<file path="src/design/lcc_pkg.sv">
package lcc_pkg;

  localparam int LANES = 8;

  // Lane result codes
  localparam logic [3:0] NO_INFO_CODE = 4'h0;
  localparam logic [3:0] CMD_OK_CODE = 4'h1;
  localparam logic [3:0] GENERIC_REJECT_CODE = 4'h2;
  localparam logic [3:0] BAD_APPLICATION_REJECT_CODE = 4'h3;
  localparam logic [3:0] BAD_LANE_SET_REJECT_CODE = 4'h4;
  localparam logic [3:0] BAD_SIGNAL_INTEGRITY_REJECT_CODE = 4'h5;
  localparam logic [3:0] LANES_BUSY_REJECT_CODE = 4'h6;
  localparam logic [3:0] PARTIAL_PATH_REJECT_CODE = 4'h7;
  localparam logic [3:0] RESERVED_FIRST_CODE = 4'h8;
  localparam logic [3:0] RESERVED_LAST_CODE = 4'hb;
  localparam logic [3:0] CMD_BUSY_CODE = 4'hc;
  localparam logic [3:0] CUSTOM_REJECT_CODE = 4'hd;

  // Register indices, byte address is four times the index
  localparam logic [7:0] LANE_ONE_TWO_CFG_RESULT_IDX = 8'hca;
  localparam logic [7:0] LANE_THREE_FOUR_CFG_RESULT_IDX = 8'hcb;
  localparam logic [7:0] LANE_FIVE_SIX_CFG_RESULT_IDX = 8'hcc;
  localparam logic [7:0] LANE_SEVEN_EIGHT_CFG_RESULT_IDX = 8'hcd;
  localparam logic [7:0] SET0_PATH_INIT_IDX = 8'h10;
  localparam logic [7:0] SET0_INSTANT_IDX = 8'h11;
  localparam logic [7:0] SET1_PATH_INIT_IDX = 8'h12;
  localparam logic [7:0] SET1_INSTANT_IDX = 8'h13;
  localparam logic [7:0] SET0_CFG_IDX = 8'h14;
  localparam logic [7:0] SET1_CFG_IDX = 8'h15;
  localparam logic [7:0] ENGINE_STATUS_IDX = 8'h16;
  localparam logic [7:0] ACTIVE_LANE1_IDX = 8'h20;

  // Staged config field positions
  localparam int CFG_APP_LSB = 0;
  localparam int CFG_SI_LSB = 4;
  localparam int CFG_FIRST_LSB = 8;
  localparam int CFG_CUSTOM_BIT = 11;
  localparam logic [11:0] CFG_RESET = 12'h000;

  // Active control set defaults and limits
  localparam logic [3:0] DEFAULT_APP = 4'h1;
  localparam logic [3:0] DEFAULT_SI = 4'h0;
  localparam logic [3:0] SI_MAX = 4'h7;

  // Procedure run time
  localparam int CLK_PERIOD_NS = 50;
  localparam int EXEC_TIME_NS = 400;
  localparam logic [3:0] EXEC_CYCLES =
    4'((EXEC_TIME_NS + CLK_PERIOD_NS - 1) / CLK_PERIOD_NS);

endpackage

</file>
<file path="src/design/lcc_top.sv">
// Function
// - Apply write runs acceptance, validation, execution, feedback in order.
// - Accepted trigger marks every triggered lane busy at once.
// - Trigger on a busy lane is dropped silently, fields untouched.
// - Invalid staged settings skip execution and report a rejection.
// - Feedback overwrites each triggered lane field with the final result.
// - A result code in a field means ready for a new command.
// - All triggered lanes of one path get the same value.
// - Triggers cover whole paths; live instant triggers may be partial.
// - Any applicable result code may be reported, no precedence.
// - Eight read-only nibbles in four bytes, odd lane low nibble.
// - Code 0 means no information and is the initial value.
// - Code 1 reports the last accepted command succeeded.
// - Codes 2 to 7 report the defined rejection causes.
// - Codes 8 to B reserved; D to F for custom rejections.
// - Code C means busy; new triggers for that lane ignored.
// - Busy shown by lane fields; apply spare bits are private debug.
// - Active set loaded with defaults before leaving boot state.
// - Each field holds state and result of latest accepted command.
`timescale 1ns/10ps
module lcc_top (
  input wire logic core_clk,
  input wire logic rst,
  input wire logic [9:0] address,
  input wire logic [3:0] byteenable,
  input wire logic read,
  input wire logic write,
  input wire logic [31:0] writedata,
  output logic [31:0] readdata,
  output logic waitrequest,
  input wire logic [7:0] lane_path_off,
  input wire logic [7:0] lane_path_live,
  output logic boot_done,
  output logic [31:0] active_app_sel,
  output logic [31:0] active_si
);

  typedef enum {ENG_IDLE, ENG_CHECK, ENG_RUN, ENG_DONE} lcc_eng_t;

  lcc_eng_t eng_st;
  logic [31:0] cmd_result_register;
  logic [7:0] cmd_mask;
  logic [11:0] cmd_cfg;
  logic cmd_init;
  logic [3:0] result;
  logic [3:0] run_cnt;
  logic [11:0] cfg0;
  logic [11:0] cfg1;
  logic [7:0] drop_cnt;
  logic [7:0] last_mask;
  logic [31:0] rd_mux;
  logic [3:0] check_code;
  logic is_apply;
  logic apply_set1;
  logic apply_init;
  logic done_write;
  logic accept;
  logic drop;
  logic can_go;

  function automatic logic hit(input logic [9:0] a, input logic [7:0] idx);
    return a == {idx, 2'b00};
  endfunction

  function automatic logic any_busy(input logic [31:0] st,
                                    input logic [7:0] m);
    logic r;
    r = 1'b0;
    for (int i = 0; i < lcc_pkg::LANES; i++) begin
      if (m[i] && st[i*4+:4] == lcc_pkg::CMD_BUSY_CODE) begin
        r = 1'b1;
      end
    end
    return r;
  endfunction

  function automatic logic all_code(input logic [31:0] st,
                                    input logic [7:0] m,
                                    input logic [3:0] code);
    logic r;
    r = 1'b1;
    for (int i = 0; i < lcc_pkg::LANES; i++) begin
      if (m[i] && st[i*4+:4] != code) begin
        r = 1'b0;
      end
    end
    return r;
  endfunction

  // Lanes per path for each application
  function automatic logic [3:0] app_width(input logic [3:0] app);
    logic [3:0] w;
    case (app)
      4'h1: w = 4'h1;
      4'h2: w = 4'h2;
      4'h3: w = 4'h4;
      4'h4: w = 4'h8;
      default: w = 4'h0;
    endcase
    return w;
  endfunction

  function automatic logic [3:0] check_cfg(input logic [7:0] m,
                                           input logic [11:0] cfg,
                                           input logic init_kind,
                                           input logic [7:0] off,
                                           input logic [7:0] live);
    logic [3:0] w;
    logic [2:0] first;
    logic [15:0] span;
    logic [7:0] pm;
    logic [3:0] res;
    w = app_width(cfg[lcc_pkg::CFG_APP_LSB+:4]);
    first = cfg[lcc_pkg::CFG_FIRST_LSB+:3];
    span = ((16'h0001 << w) - 16'h0001) << first;
    pm = span[7:0];
    res = lcc_pkg::CMD_OK_CODE;
    // First failing check wins; any order is acceptable
    if (m == 8'h00) begin
      res = lcc_pkg::GENERIC_REJECT_CODE;
    end else if (w == 4'h0) begin
      res = lcc_pkg::BAD_APPLICATION_REJECT_CODE;
    end else if (span[15:8] != 8'h00 ||
                 ({1'b0, first} & (w - 4'h1)) != 4'h0 ||
                 (m & ~pm) != 8'h00) begin
      res = lcc_pkg::BAD_LANE_SET_REJECT_CODE;
    end else if (cfg[lcc_pkg::CFG_SI_LSB+:4] > lcc_pkg::SI_MAX) begin
      res = lcc_pkg::BAD_SIGNAL_INTEGRITY_REJECT_CODE;
    end else if (init_kind && (m & ~off) != 8'h00) begin
      res = lcc_pkg::LANES_BUSY_REJECT_CODE;
    end else if (m != pm &&
                 (init_kind || (m & ~live) != 8'h00)) begin
      // Partial lanes only for instant triggers on live lanes
      res = lcc_pkg::PARTIAL_PATH_REJECT_CODE;
    end else if (cfg[lcc_pkg::CFG_CUSTOM_BIT]) begin
      res = lcc_pkg::CUSTOM_REJECT_CODE;
    end
    return res;
  endfunction

  // Apply register decode
  always_comb begin
    is_apply = (hit(address, lcc_pkg::SET0_PATH_INIT_IDX) ||
                hit(address, lcc_pkg::SET0_INSTANT_IDX) ||
                hit(address, lcc_pkg::SET1_PATH_INIT_IDX) ||
                hit(address, lcc_pkg::SET1_INSTANT_IDX)) &&
               byteenable[0];
    apply_set1 = hit(address, lcc_pkg::SET1_PATH_INIT_IDX) ||
                 hit(address, lcc_pkg::SET1_INSTANT_IDX);
    apply_init = hit(address, lcc_pkg::SET0_PATH_INIT_IDX) ||
                 hit(address, lcc_pkg::SET1_PATH_INIT_IDX);
  end

  // Acceptance decision at the completing edge
  always_comb begin
    done_write = write && !waitrequest && is_apply;
    drop = done_write && any_busy(cmd_result_register, writedata[7:0]);
    accept = done_write && !drop && eng_st == ENG_IDLE;
  end

  // Busy-engine stall for triggers on lanes that are not busy
  always_comb begin
    can_go = !(write && is_apply && eng_st != ENG_IDLE &&
               !any_busy(cmd_result_register, writedata[7:0]));
  end

  always_comb begin
    check_code = check_cfg(cmd_mask, cmd_cfg, cmd_init,
                           lane_path_off, lane_path_live);
  end

  // Read mux, odd lane in low nibble
  always_comb begin
    rd_mux = 32'h0000_0000;
    for (int k = 0; k < 4; k++) begin
      if (hit(address, lcc_pkg::LANE_ONE_TWO_CFG_RESULT_IDX + 8'(k))) begin
        rd_mux = {24'h00_0000, cmd_result_register[k*8+:8]};
      end
    end
    for (int i = 0; i < lcc_pkg::LANES; i++) begin
      if (hit(address, lcc_pkg::ACTIVE_LANE1_IDX + 8'(i))) begin
        rd_mux = {24'h00_0000, active_si[i*4+:4], active_app_sel[i*4+:4]};
      end
    end
    if (is_apply) begin
      // Spare apply bits carry private debug only
      rd_mux = {15'h0000, eng_st != ENG_IDLE, last_mask, 8'h00};
    end
    if (hit(address, lcc_pkg::SET0_CFG_IDX)) begin
      rd_mux = {20'h0_0000, cfg0};
    end
    if (hit(address, lcc_pkg::SET1_CFG_IDX)) begin
      rd_mux = {20'h0_0000, cfg1};
    end
    if (hit(address, lcc_pkg::ENGINE_STATUS_IDX)) begin
      rd_mux = {16'h0000, drop_cnt, 4'h0, result};
    end
  end

  // Avalon slave handshake, one wait cycle minimum
  always_ff @(posedge core_clk or posedge rst) begin
    if (rst) begin
      waitrequest <= 1'b1;
      readdata <= 32'h0000_0000;
    end else if (!waitrequest) begin
      waitrequest <= 1'b1;
    end else if ((read || write) && boot_done && can_go) begin
      waitrequest <= 1'b0;
      readdata <= read ? rd_mux : 32'h0000_0000;
    end
  end

  // Staged control sets
  always_ff @(posedge core_clk or posedge rst) begin
    if (rst) begin
      cfg0 <= lcc_pkg::CFG_RESET;
      cfg1 <= lcc_pkg::CFG_RESET;
    end else if (write && !waitrequest) begin
      if (hit(address, lcc_pkg::SET0_CFG_IDX)) begin
        if (byteenable[0]) begin
          cfg0[7:0] <= writedata[7:0];
        end
        if (byteenable[1]) begin
          cfg0[11:8] <= writedata[11:8];
        end
      end
      if (hit(address, lcc_pkg::SET1_CFG_IDX)) begin
        if (byteenable[0]) begin
          cfg1[7:0] <= writedata[7:0];
        end
        if (byteenable[1]) begin
          cfg1[11:8] <= writedata[11:8];
        end
      end
    end
  end

  // Debug drop counter and last accepted mask
  always_ff @(posedge core_clk or posedge rst) begin
    if (rst) begin
      drop_cnt <= 8'h00;
      last_mask <= 8'h00;
    end else begin
      if (drop && drop_cnt != 8'hff) begin
        drop_cnt <= drop_cnt + 8'h01;
      end
      if (accept) begin
        last_mask <= writedata[7:0];
      end
    end
  end

  // Boot state lasts one cycle after reset release
  always_ff @(posedge core_clk or posedge rst) begin
    if (rst) begin
      boot_done <= 1'b0;
    end else begin
      boot_done <= 1'b1;
    end
  end

  // Command engine
  always_ff @(posedge core_clk or posedge rst) begin
    if (rst) begin
      eng_st <= ENG_IDLE;
      cmd_mask <= 8'h00;
      cmd_cfg <= lcc_pkg::CFG_RESET;
      cmd_init <= 1'b0;
      result <= lcc_pkg::NO_INFO_CODE;
      run_cnt <= 4'h0;
    end else begin
      case (eng_st)
        ENG_IDLE: begin
          if (accept) begin
            eng_st <= ENG_CHECK;
            cmd_mask <= writedata[7:0];
            cmd_cfg <= apply_set1 ? cfg1 : cfg0;
            cmd_init <= apply_init;
          end
        end
        ENG_CHECK: begin
          result <= check_code;
          run_cnt <= 4'h0;
          if (check_code == lcc_pkg::CMD_OK_CODE) begin
            eng_st <= ENG_RUN;
          end else begin
            eng_st <= ENG_DONE;
          end
        end
        ENG_RUN: begin
          if (run_cnt == lcc_pkg::EXEC_CYCLES - 4'h1) begin
            eng_st <= ENG_DONE;
          end else begin
            run_cnt <= run_cnt + 4'h1;
          end
        end
        ENG_DONE: begin
          eng_st <= ENG_IDLE;
        end
        default: begin
          eng_st <= ENG_IDLE;
        end
      endcase
    end
  end

  generate
    for (genvar gi = 0; gi < lcc_pkg::LANES; gi++) begin : g_lane
      // Lane result field
      always_ff @(posedge core_clk or posedge rst) begin
        if (rst) begin
          cmd_result_register[gi*4+:4] <= lcc_pkg::NO_INFO_CODE;
        end else if (accept && writedata[gi]) begin
          cmd_result_register[gi*4+:4] <= lcc_pkg::CMD_BUSY_CODE;
        end else if (eng_st == ENG_DONE && cmd_mask[gi]) begin
          cmd_result_register[gi*4+:4] <= result;
        end
      end

      // Active control set lane
      always_ff @(posedge core_clk or posedge rst) begin
        if (rst) begin
          active_app_sel[gi*4+:4] <= 4'h0;
          active_si[gi*4+:4] <= 4'h0;
        end else if (!boot_done) begin
          active_app_sel[gi*4+:4] <= lcc_pkg::DEFAULT_APP;
          active_si[gi*4+:4] <= lcc_pkg::DEFAULT_SI;
        end else if (eng_st == ENG_DONE && cmd_mask[gi] &&
                     result == lcc_pkg::CMD_OK_CODE) begin
          active_app_sel[gi*4+:4] <= cmd_cfg[lcc_pkg::CFG_APP_LSB+:4];
          active_si[gi*4+:4] <= cmd_cfg[lcc_pkg::CFG_SI_LSB+:4];
        end
      end
    end
  endgenerate
endmodule

</file>
<file path="config.mk">
export PLATFORM = sky130hd
export DESIGN_NAME = lcc_top
export DESIGN_NICKNAME = d
export VERILOG_FILES = /design/src/design/lcc_pkg.sv /design/src/design/lcc_top.sv
export SDC_FILE = /design/constraint.sdc
export NUM_CORES = 1
export LEC_CHECK = 0
export ABC_AREA = 0
export BUFFER_PORTS_ARGS = -buffer_cell sky130_fd_sc_hd__buf_2
export CAP_MARGIN = 20
export CORE_MARGIN = 2
export CORE_UTILIZATION = 35
export DETAILED_ROUTE_END_ITERATION = 6
export PLACE_DENSITY = 0.55
export SYNTH_ARGS = -nofsm -noshare
export SYNTH_HDL_FRONTEND = slang
export SYNTH_SLANG_ARGS = --single-unit
export TNS_END_PERCENT = 50
</file>
<file path="constraint.sdc">
create_clock -name core_clk -period 6.9 [get_ports core_clk]
set_input_delay 1.38 -clock core_clk [delete_from_list [all_inputs] [get_ports core_clk]]
set_output_delay 1.38 -clock core_clk [all_outputs]
set_load 0.01 [all_outputs]
</file>
==> metrics.txt, run 1 <==
Top Family by Delay on Critical Path=compound AO/OA/AOI/OAI gates; H-tree levels=4; Async SR Flop Fraction=100%; Port Buffers=between 100 and 150; worst slew pin tran=1.07 ns; Worst Path Arrival=between 5 and 6 ns; worst ir drop on vdd=0.191 mV; worst-path cell chain=nor2_1 -> nand3b_1 -> ha_1 -> inv_1 -> nor3_1 -> inv_1 -> ha_1 -> nor2b_1 -> nand4b_1 -> o211ai_1 -> a21oi_1 -> mux2i_1 -> a211oi_1 -> a21oi_1 -> ha_1 -> nor4_1 -> o211ai_1 -> a2111oi_0 -> o21ai_2 -> o31a_1; Nets=approximately 1200; Cell Count Post-Placement=1525; worst hold margin=between 0.4 and 0.5 ns; total wire length=approximately 34 mm; Max Freq=between 150 and 200 MHz; Startpoint Class=flop; vias in the first global route=8683; post-synth top area cell=dfrtp_1; Power per Cell Area=215 mW/mm^2; Reg2Reg Setup Slack=~1.3 ns; CP peak stage delay=about 0.77 ns; Setup Viol. Count Final=0; site row count=a little over 60; Sequential Power Share=48.2%; WP buf/inv=2; I/O pin count=approximately 160; initial core utilization=a little over a third; most numerous cell in the Yosys netlist=dfrtp_1; Comb pwr share=about 15%; area fraction of the dominant cell type after synthesis=43.0%; CP endpoint kind=flop; critical path data required time=between 7 and 8 ns; syn_area_per_cell=9.60 sq um; RSZ-0062 raised after global routing=false; worst skew pair latency=~0.44 ns; Synth Instances=roughly 1100; DR WL/cell=~22 um; Int Power=1750 uW; CTS root buffer=clkbuf_16; commonest cells in the netlist=dfrtp_1 (177), nand2_1 (121), mux2i_1 (102); min-delay src=readdata[16]; worst hold path depth=2; setup slack after layout=1.32 ns; Layout area overhead=14.0%; leak pwr=approximately 0.005 uW; headroom to the max-slew limit=between 20 and 30%; Yosys warnings=0; Final Critical Period=5.58 ns; global-route wire length before repair=around 53 mm; period utilization=80.8%; via/cell ratio=5.69; Final ANT Viol Nets=0; initial antenna violation count=2; net switching power=around 780 uW; sequential-to-total area share from yosys stat=between 40% and 50%; number of max-slew violations in the final report=0; Min-Delay Path Class=reg2reg; die area=roughly 0.031 sq mm; Num CTS Buffers=17; worst-path fanout max=18; Crit Path Class=reg2reg; power share of the clock group=36.8%; ys flop type=dfrtp_1; total power=~2500 uW; MaxCap Viol Count=0; die span in x=approximately 180 um; TNS Setup=0 ns; #FFs+latches synth=roughly 180; Place WS=1.41 ns; Register-to-Register Path Depth=20; grt ovf=0; Post-synth EDFFs=0; Net Sw Frac=about 30%; worst hold endpoint=readdata[16]; Remaining DRCs=0; share of layout cells above drive strength 1=about 19%; post_cts resized=0; Die Y=around 180 um; Slowest-stage cell, CP=dfrtp_1; cts hold-fix bufs=0; Crit Reg-Reg Endpoint=eng_st[0]; worst clock skew=around 0.012 ns; Setup Buffers After CTS=0; Fin. Hold Viols=0; clock sinks=roughly 180; fin cells=around 1600; top cells by area, synth=dfrtp_1 (43%), mux2i_1 (9.9%), nand2_1 (4.4%); Max clock buf depth=2; vias=between 8000 and 9000; GRT Total Usage=approximately 23%; Critical R2R Launch=cmd_cfg[2]; status=complete, no violations; CTS tree=done; DP HPWL=25.1 mm; initial DRC count=approximately 890; cell mode on critical path=ha_1; drt first pass iters=6; largest net degree at the start of global routing=around 80; Cell variety after synth=just over 80; area of the core=0.0289 sq mm; clk slew on worst S/H paths=~0.07 ns; Final Wtd Congestion=a little over 0.9; Netlist Area Pre-Place=a little over 0.01 sq mm
==> per-stage QoR <==
stage	area, sq um	util, %
2_1_floorplan	10300	-
3_3_place_gp	11100	38.6
3_5_place_dp	11100	38.6
4_1_cts	11700	40.6
5_1_grt	11700	40.7
6_report	11700	40.7
==> worst max path at each step <==
stage | end | depth (start not counted) | slack [ns] | from
floorplan | active_app_sel[0] | 1 | 0.69 | rst
global placement | result[2] | 20 | 1.49 | cmd_cfg[3]
detailed placement | eng_st[0] | 20 | 1.41 | cmd_cfg[3]
CTS | eng_st[0] | 20 | 1.40 | cmd_cfg[3]
global route | result[2] | 20 | 0.86 | cmd_cfg[2]
finish | eng_st[0] | 20 | 1.32 | cmd_cfg[2]
==> power groups by stage <==
stage	clock network [uW]	registers (uW)	logic [uW]
floorplan	0	1180	302
global placement	0	1230	364
detailed placement	0	1230	375
CTS	942	1210	375
global route	994	1220	428
finish	929	1220	376
==> flip-flops by register name, indices dropped and copies added, names as in the netlist <==
register,count
cfg0,12
cmd_init,1
eng_st,2
cmd_cfg,12
result,4
waitrequest,1
drop_cnt,8
run_cnt,4
boot_done,1
active_si,32
cfg1,12
last_mask,8
cmd_result_register,32
readdata,17
active_app_sel,32
==> metal layers <==
layer	routed length (um)	track usage [%]
met5	18	0
met4	1470	10.2
met2	15500	34.8
met3	2270	4.61
met1	15100	30.5
==> cells by family (layout without fill, tap and decap cells) <==
kind of cell | count (synthesis) | count (layout) | share of synthesized area [%]
flops | 178 | 178 | 43.3
fa+ha+maj | 20 | 20 | 2.43
other cells | 2 | 17 | 0.0729
compound gates | 234 | 234 | 15.6
mux | 128 | 128 | 12.8
xor+xnor | 10 | 10 | 0.851
simple gates | 393 | 393 | 20.2
buf+inv | 107 | 195 | 4.76
==> cell type report <==
type / instances / area [sq um]
fillers: 2956 / 17100
multi-input cells: 801 / 5410
flip-flops and latches: 178 / 4460
repair buffers: 136 / 726
well taps: 384 / 480
clock buffers: 19 / 453
inverters: 27 / 106
clock inverters: 13 / 104
diodes: 1 / 2.50
==> worst register-to-register path: stages (launching register included) <==
cell,delay [ns]
dfrtp_1,0.77
nor2_1,0.16
nand3b_1,0.23
ha_1,0.42
inv_1,0.11
nor3_1,0.55
inv_1,0.19
ha_1,0.33
nor2b_1,0.19
nand4b_1,0.12
o211ai_1,0.09
a21oi_1,0.38
mux2i_1,0.14
a211oi_1,0.26
a21oi_1,0.07
ha_1,0.20
nor4_1,0.18
o211ai_1,0.14
a2111oi_0,0.41
o21ai_2,0.20
o31a_1,0.34
==> layout by cell type (no fill, tap or decap), types with 5 or more instances in the layout <==
| cell | Yosys | final |
|---|---|---|
| a211oi_1 | 7 | 7 |
| a21oi_1 | 53 | 53 |
| a221o_1 | 6 | 6 |
| a22o_1 | 7 | 7 |
| a22oi_1 | 14 | 14 |
| a31oi_1 | 10 | 10 |
| and2_1 | 7 | 7 |
| and3_1 | 10 | 10 |
| buf_2 | 11 | 126 |
| buf_4 | 16 | 9 |
| clkbuf_16 | 0 | 17 |
| clkinv_4 | 0 | 6 |
| conb_1 | 2 | 16 |
| dfrtp_1 | 177 | 177 |
| ha_1 | 20 | 20 |
| inv_1 | 25 | 24 |
| mux2_2 | 26 | 26 |
| mux2i_1 | 102 | 102 |
| nand2_1 | 121 | 121 |
| nand2b_1 | 8 | 8 |
| nand3_1 | 27 | 27 |
| nand4_1 | 23 | 23 |
| nor2_1 | 55 | 55 |
| nor2_2 | 8 | 8 |
| nor2b_1 | 66 | 66 |
| nor3_1 | 21 | 21 |
| nor4_1 | 8 | 8 |
| nor4b_1 | 5 | 5 |
| o2111ai_1 | 5 | 5 |
| o211ai_1 | 17 | 17 |
| o21ai_0 | 48 | 48 |
| o21ai_1 | 5 | 5 |
| o22ai_1 | 8 | 8 |
| xnor2_1 | 7 | 7 |
(Power assumes the default switching activity.)
==> inputs of run 2 (changes only) <==
Settings changed: PLACE_DENSITY 0.55 to 0.57.
Clock period 6.9 ns to 4.7 ns, I/O delays scaled along.
==> run 2 against run 1 <==
Clock skew up 0.0036 ns. Power increased by 52%. Final cell count increased by 0.83%. Wire length decreased by 0.59%. First-iteration DRC count increased by 9.5%. Worst setup slack worse by 0.89 ns. Final area is 1.3% higher.
==> metrics.txt, run 2 (synthesis gave the netlist of run 1 again) <==
I/O pin count=about 160; largest net degree at the start of global routing=106; Min-Delay Path Class=reg2reg; Startpoint Class=flop; Final Cell Area=between 0.01 and 0.015 sq mm; Crit Path Class=reg2reg; total wire length=approximately 34 mm; Antenna diodes=0; Comb pwr share=14.3%; area of the core=slightly below 0.03 sq mm; DR WL/cell=21.7 um; global-route wire length before repair=roughly 52 mm; Port Buffers=about 130; fin util=about two fifths; worst ir drop on vdd=about 0.26 mV; Sequential Power Share=between 40% and 50%; Max Freq=about 230 MHz; worst-path fanout max=10; number of max-slew violations in the final report=0; share of layout cells above drive strength 1=just over 20%; CP endpoint kind=flop; Int Power=between 2000 and 3000 uW; Setup Viol. Count Final=0; TNS Setup=0 ns; Nets=approximately 1300; total power=3840 uW; Final ANT Viol Nets=0; most common cell after layout, fill and taps aside=dfrtp_1; grt ovf=0; Layout area overhead=15.4%; Num CTS Buffers=17; GRT Total Usage=between 20 and 25%; Setup crit end=result[2]; vias in the first global route=8525; H-tree levels=4; DP HPWL=25.0 mm; top flop regs=active_app_sel (32), active_si (32), cmd_result_register (32); leak pwr=~0.0051 uW; RSZ-0062 raised after global routing=false; CTS tree=done; initial DRC count=between 900 and 1000; status=complete, no violations; Final Critical Period=4.27 ns; Final Wtd Congestion=slightly above 0.9; Register-to-Register Path Depth=20; die area=a little over 0.03 sq mm; Worst Path Arrival=approximately 4.6 ns; Net Sw Frac=just under 30%; critical path data required time=between 5 and 6 ns; net switching power=~1100 uW; worst slew pin tran=~1 ns; Max clock buf depth=2; power share of the clock group=slightly below 40%; Remaining DRCs=0; clk slew on worst S/H paths=0.07 ns; Power per Cell Area=roughly 320 mW/mm^2; Critical R2R Launch=cmd_cfg[2]; via/cell ratio=between 5 and 6; clock sinks=approximately 180; commonest cells after routing, fill and taps aside=dfrtp_1 (176), buf_2 (126), nand2_1 (121); CTS root buffer=clkbuf_16; vias=between 8000 and 9000; worst skew pair latency=0.45 ns; drt first pass iters=6; initial antenna violation count=0; period utilization=around nine tenths; Reg2Reg Setup Slack=between 0.4 and 0.5 ns; initial core utilization=35.7%; cts hold-fix bufs=0; area post-placement=between 0.01 and 0.015 sq mm; Crit Reg-Reg Endpoint=result[2]; die span in x=between 150 and 200 um; Setup crit start=cmd_cfg[2]; worst clock skew=about 0.015 ns; Die Y=roughly 180 um; Fin. Hold Viols=0; site row count=62; MaxCap Viol Count=0; headroom to the max-slew limit=approximately 32%
## run 2: cell count changes in the layout (fill, tap and decap cells not counted), moves of 2 or more
cell       previous run  this run
clkinv_4              6         1
clkbuf_8              2         0
bufinv_16             0         3
buf_4                 9        23
clkbuf_1              0         2
## run 2: routing by layer
layer | vias up | track usage, % | part of all wire (%)
met3 | 50 | 3.64 | 6.9
met2 | 390 | 35.2 | 46
met1 | 4399 | 31.1 | 44
met5 | - | 0 | 0
met4 | 0 | 7.37 | 2.9
li1 | 4083 | - | -
## run 2: area by class of cell
type | count | area (sq um)
Tap cell | 384 | 480
Timing Repair Buffer | 150 | 823
Clock buffer | 19 | 433
Sequential cell | 178 | 4460
Multi-Input combinational cell | 801 | 5410
Clock inverter | 13 | 171
Fill cell | 2902 | 17000
Inverter | 27 | 105
## run 2: power groups by stage
stage | sequential [uW] | combinational [uW] | clock [uW]
after global placement | 1810 | 535 | 0
after CTS | 1780 | 548 | 1530
after floorplan | 1730 | 443 | 0
after detailed placement | 1800 | 549 | 0
final | 1780 | 549 | 1510
after global routing | 1800 | 613 | 1590
## run 2: worst min-delay path by stage
stage	from	endpoint	slack, ns	depth (start not counted)
after floorplan	cmd_init	cmd_init	0.46	2
after global placement	readdata[11]	readdata[11]	0.45	2
after detailed placement	readdata[10]	readdata[10]	0.46	2
after CTS	readdata[10]	readdata[10]	0.47	2
after global routing	readdata[10]	readdata[10]	0.50	2
final	readdata[10]	readdata[10]	0.47	2
## run 2: critical path, stage by stage, from the launching register on
cell and delay (ns):
dfrtp_1 0.48, nor2_1 0.10, nand3b_1 0.24, ha_1 0.23, inv_1 0.06, nor3_1 0.35, inv_1 0.15, ha_1 0.24
nor2b_1 0.16, nand4b_1 0.09, o211ai_1 0.09, a21oi_1 0.24, a211oi_1 0.11, a211oi_1 0.26, a21oi_1 0.07, ha_1 0.20
nor4_1 0.20, o211ai_1 0.16, a2111oi_2 0.25, o21ai_2 0.18, o31a_1 0.32
## run 2: through the flow
step	worst slack (ns)	std cells	hold WS [ns]
3_5_place_dp	0.338	1540	0.456
2_1_floorplan	0.0555	1086	0.460
5_1_grt	0.0265	1572	0.497
4_1_cts	0.308	1572	0.472
3_3_place_gp	0.309	1540	0.452
6_report	0.431	1572	0.467
## run 2: repair_timing
item	4_1_cts	5_1_grt
endpoints found under the hold margin	0	0
resized for setup	0	3
endpoints found under the setup margin	0	5
buffers inserted	0	0
==> inputs of run 3 (changes only) <==
Settings changed: CORE_ASPECT_RATIO from default to 0.8.
==> run 3 against run 2 <==
Clock power shrank 4%. Worst setup slack better by 0.018 ns. Combinational power is 3% higher. Wire length rose by 2.6%. Fmax increased by 0.42%. Worst hold slack got worse by 0.087 ns. Flip-flop and latch count unchanged. Critical path depth unchanged. Critical endpoint unchanged. Largest power group unchanged. Highest routed layer unchanged.
==> metrics.txt, run 3 (synthesis gave the netlist of run 1 again) <==
initial DRC count=between 900 and 1000; Min-Delay Path Class=in2async; Nets=between 1000 and 1500; MaxCap Viol Count=0; largest net degree at the start of global routing=76; CTS root buffer=clkbuf_16; most common cell after layout, fill and taps aside=dfrtp_1; critical path data required time=5.04 ns; top flop regs=active_app_sel (32), active_si (32), cmd_result_register (32); Max clock buf depth=2; Slowest-stage cell, CP=dfrtp_1; worst skew pair latency=0.45 ns; CP peak stage delay=between 0.4 and 0.5 ns; global-route wire length before repair=53.1 mm; grt ovf=0; fin util=41.0%; H-tree levels=4; Power per Cell Area=around 320 mW/mm^2; I/O pin count=approximately 160; site row count=56; CTS tree=done; headroom to the max-slew limit=37.8%; Fin. Hold Viols=0; Register-to-Register Path Depth=20; Filler cells=approximately 2900; RSZ-0062 raised after global routing=false; via/cell ratio=5.72; worst ir drop on vdd=~0.28 mV; initial antenna violation count=1; worst hold margin=0.379 ns; clock sinks=between 150 and 200; number of max-slew violations in the final report=0; CP endpoint kind=flop; worst clock skew=~0.017 ns; period utilization=90.4%; Die Y=around 160 um; Final ANT Viol Nets=0; Crit Path Class=reg2reg; Port Buffers=between 100 and 150; TNS Setup=0 ns; Startpoint Class=flop; FF/Latch Area=roughly 0.0045 sq mm; commonest cells after routing, fill and taps aside=dfrtp_1 (177), buf_2 (126), nand2_1 (121); Num CTS Buffers=17; Multi-input gate area=0.00543 sq mm; worst-path fanout max=10; Levels on crit path=20; DP HPWL=between 20 and 30 mm; Top Family by Delay on Critical Path=compound AO/OA/AOI/OAI gates; die span in x=around 200 um; Worst Path Arrival=4.59 ns; Final Wtd Congestion=0.938; drt first pass iters=7; status=complete, no violations; Layout area overhead=16.2%; cts hold-fix bufs=0; worst slew pin tran=0.932 ns; cell mode on critical path=ha_1; WP buf/inv=2; leak pwr=between 0.005 and 0.006 uW; worst-path cell chain=nor2_1 -> nand3b_1 -> ha_1 -> inv_1 -> nor3_2 -> inv_1 -> ha_1 -> nor2b_1 -> nand4b_1 -> o211ai_1 -> a21oi_2 -> a211oi_1 -> a211oi_1 -> a21oi_1 -> ha_1 -> nor4_1 -> o211ai_1 -> a2111oi_2 -> o21ai_2 -> o31a_1; initial core utilization=a little over a third; die area=a little over 0.03 sq mm; GRT Total Usage=between 20% and 30%; clk slew on worst S/H paths=roughly 0.08 ns; Max Freq=~240 MHz; share of layout cells above drive strength 1=a little over a fifth; Remaining DRCs=0; vias in the first global route=~8500; Setup Viol. Count Final=0; vias=around 9000; total wire length=around 35 mm; DR WL/cell=approximately 22 um; area of the core=a little under 0.03 sq mm; Final Critical Period=approximately 4.3 ns
==> run 3: worst paths after layout <==
check                             from                 end  slack, ns
setup / recovery            cmd_cfg[2]           result[2]       0.45
hold / removal                     rst  active_app_sel[23]       0.38
setup reg to reg            cmd_cfg[2]           result[2]       0.45
hold reg to reg            readdata[8]         readdata[8]       0.47
max in group asynchronous          rst         waitrequest       3.37
min in group core_clk      readdata[8]         readdata[8]       0.47
==> run 3: timing repair <==
action,4_1_cts,5_1_grt
setup buffers,0,0
endpoints found under the setup margin,0,5
gates resized for setup,0,5
==> run 3: report_power, final <==
part	internal, uW	switching, uW
logic	214	354
clock network	755	696
registers	1640	145
total	2610	1190
==> run 3: layout make-up <==
cell class              count  share of cell area (%)
inverters                  27                   0.879
clock buffers              17                    3.56
flip-flops and latches    178                    37.3
clock inverters            15                    1.41
diodes                      1                  0.0209
repair buffers            157                    7.53
well taps                 377                    3.94
multi-input cells         801                    45.4
==> run 3: routing by layer <==
metal / wire length (um) / GRT usage [%] / part of all wire (%)
met1: 16700 / 34.1 / 48
met2: 14400 / 31.6 / 41
met3: 3290 / 6.90 / 9.4
met5: 0 / 0 / 0
met4: 578 / 6.13 / 1.7
==> run 3: stage by stage <==
| stage | setup slack (ns) | power, uW | std cells | instance area [sq um] |
|---|---|---|---|---|
| final | 0.449 | 3800 | 1573 | 12000 |
| after global routing | 0.0364 | 3950 | 1573 | 12000 |
| after CTS | 0.125 | 3810 | 1571 | 11900 |
| after detailed placement | 0.147 | 2370 | 1539 | 11300 |
| after global placement | 0.270 | 2350 | 1539 | 11300 |
| after floorplan | 0.0555 | 2180 | 1086 | 10400 |
==> run 3: worst reg2reg max path, cell delays in order, from the launching register on <==
cell and delay, ns:
dfrtp_1 0.48, nor2_1 0.10, nand3b_1 0.20, ha_1 0.21
inv_1 0.07, nor3_2 0.22, inv_1 0.13, ha_1 0.23
nor2b_1 0.15, nand4b_1 0.09, o211ai_1 0.11, a21oi_2 0.29
a211oi_1 0.15, a211oi_1 0.28, a21oi_1 0.07, ha_1 0.20
nor4_1 0.23, o211ai_1 0.17, a2111oi_2 0.26, o21ai_2 0.18
o31a_1 0.32
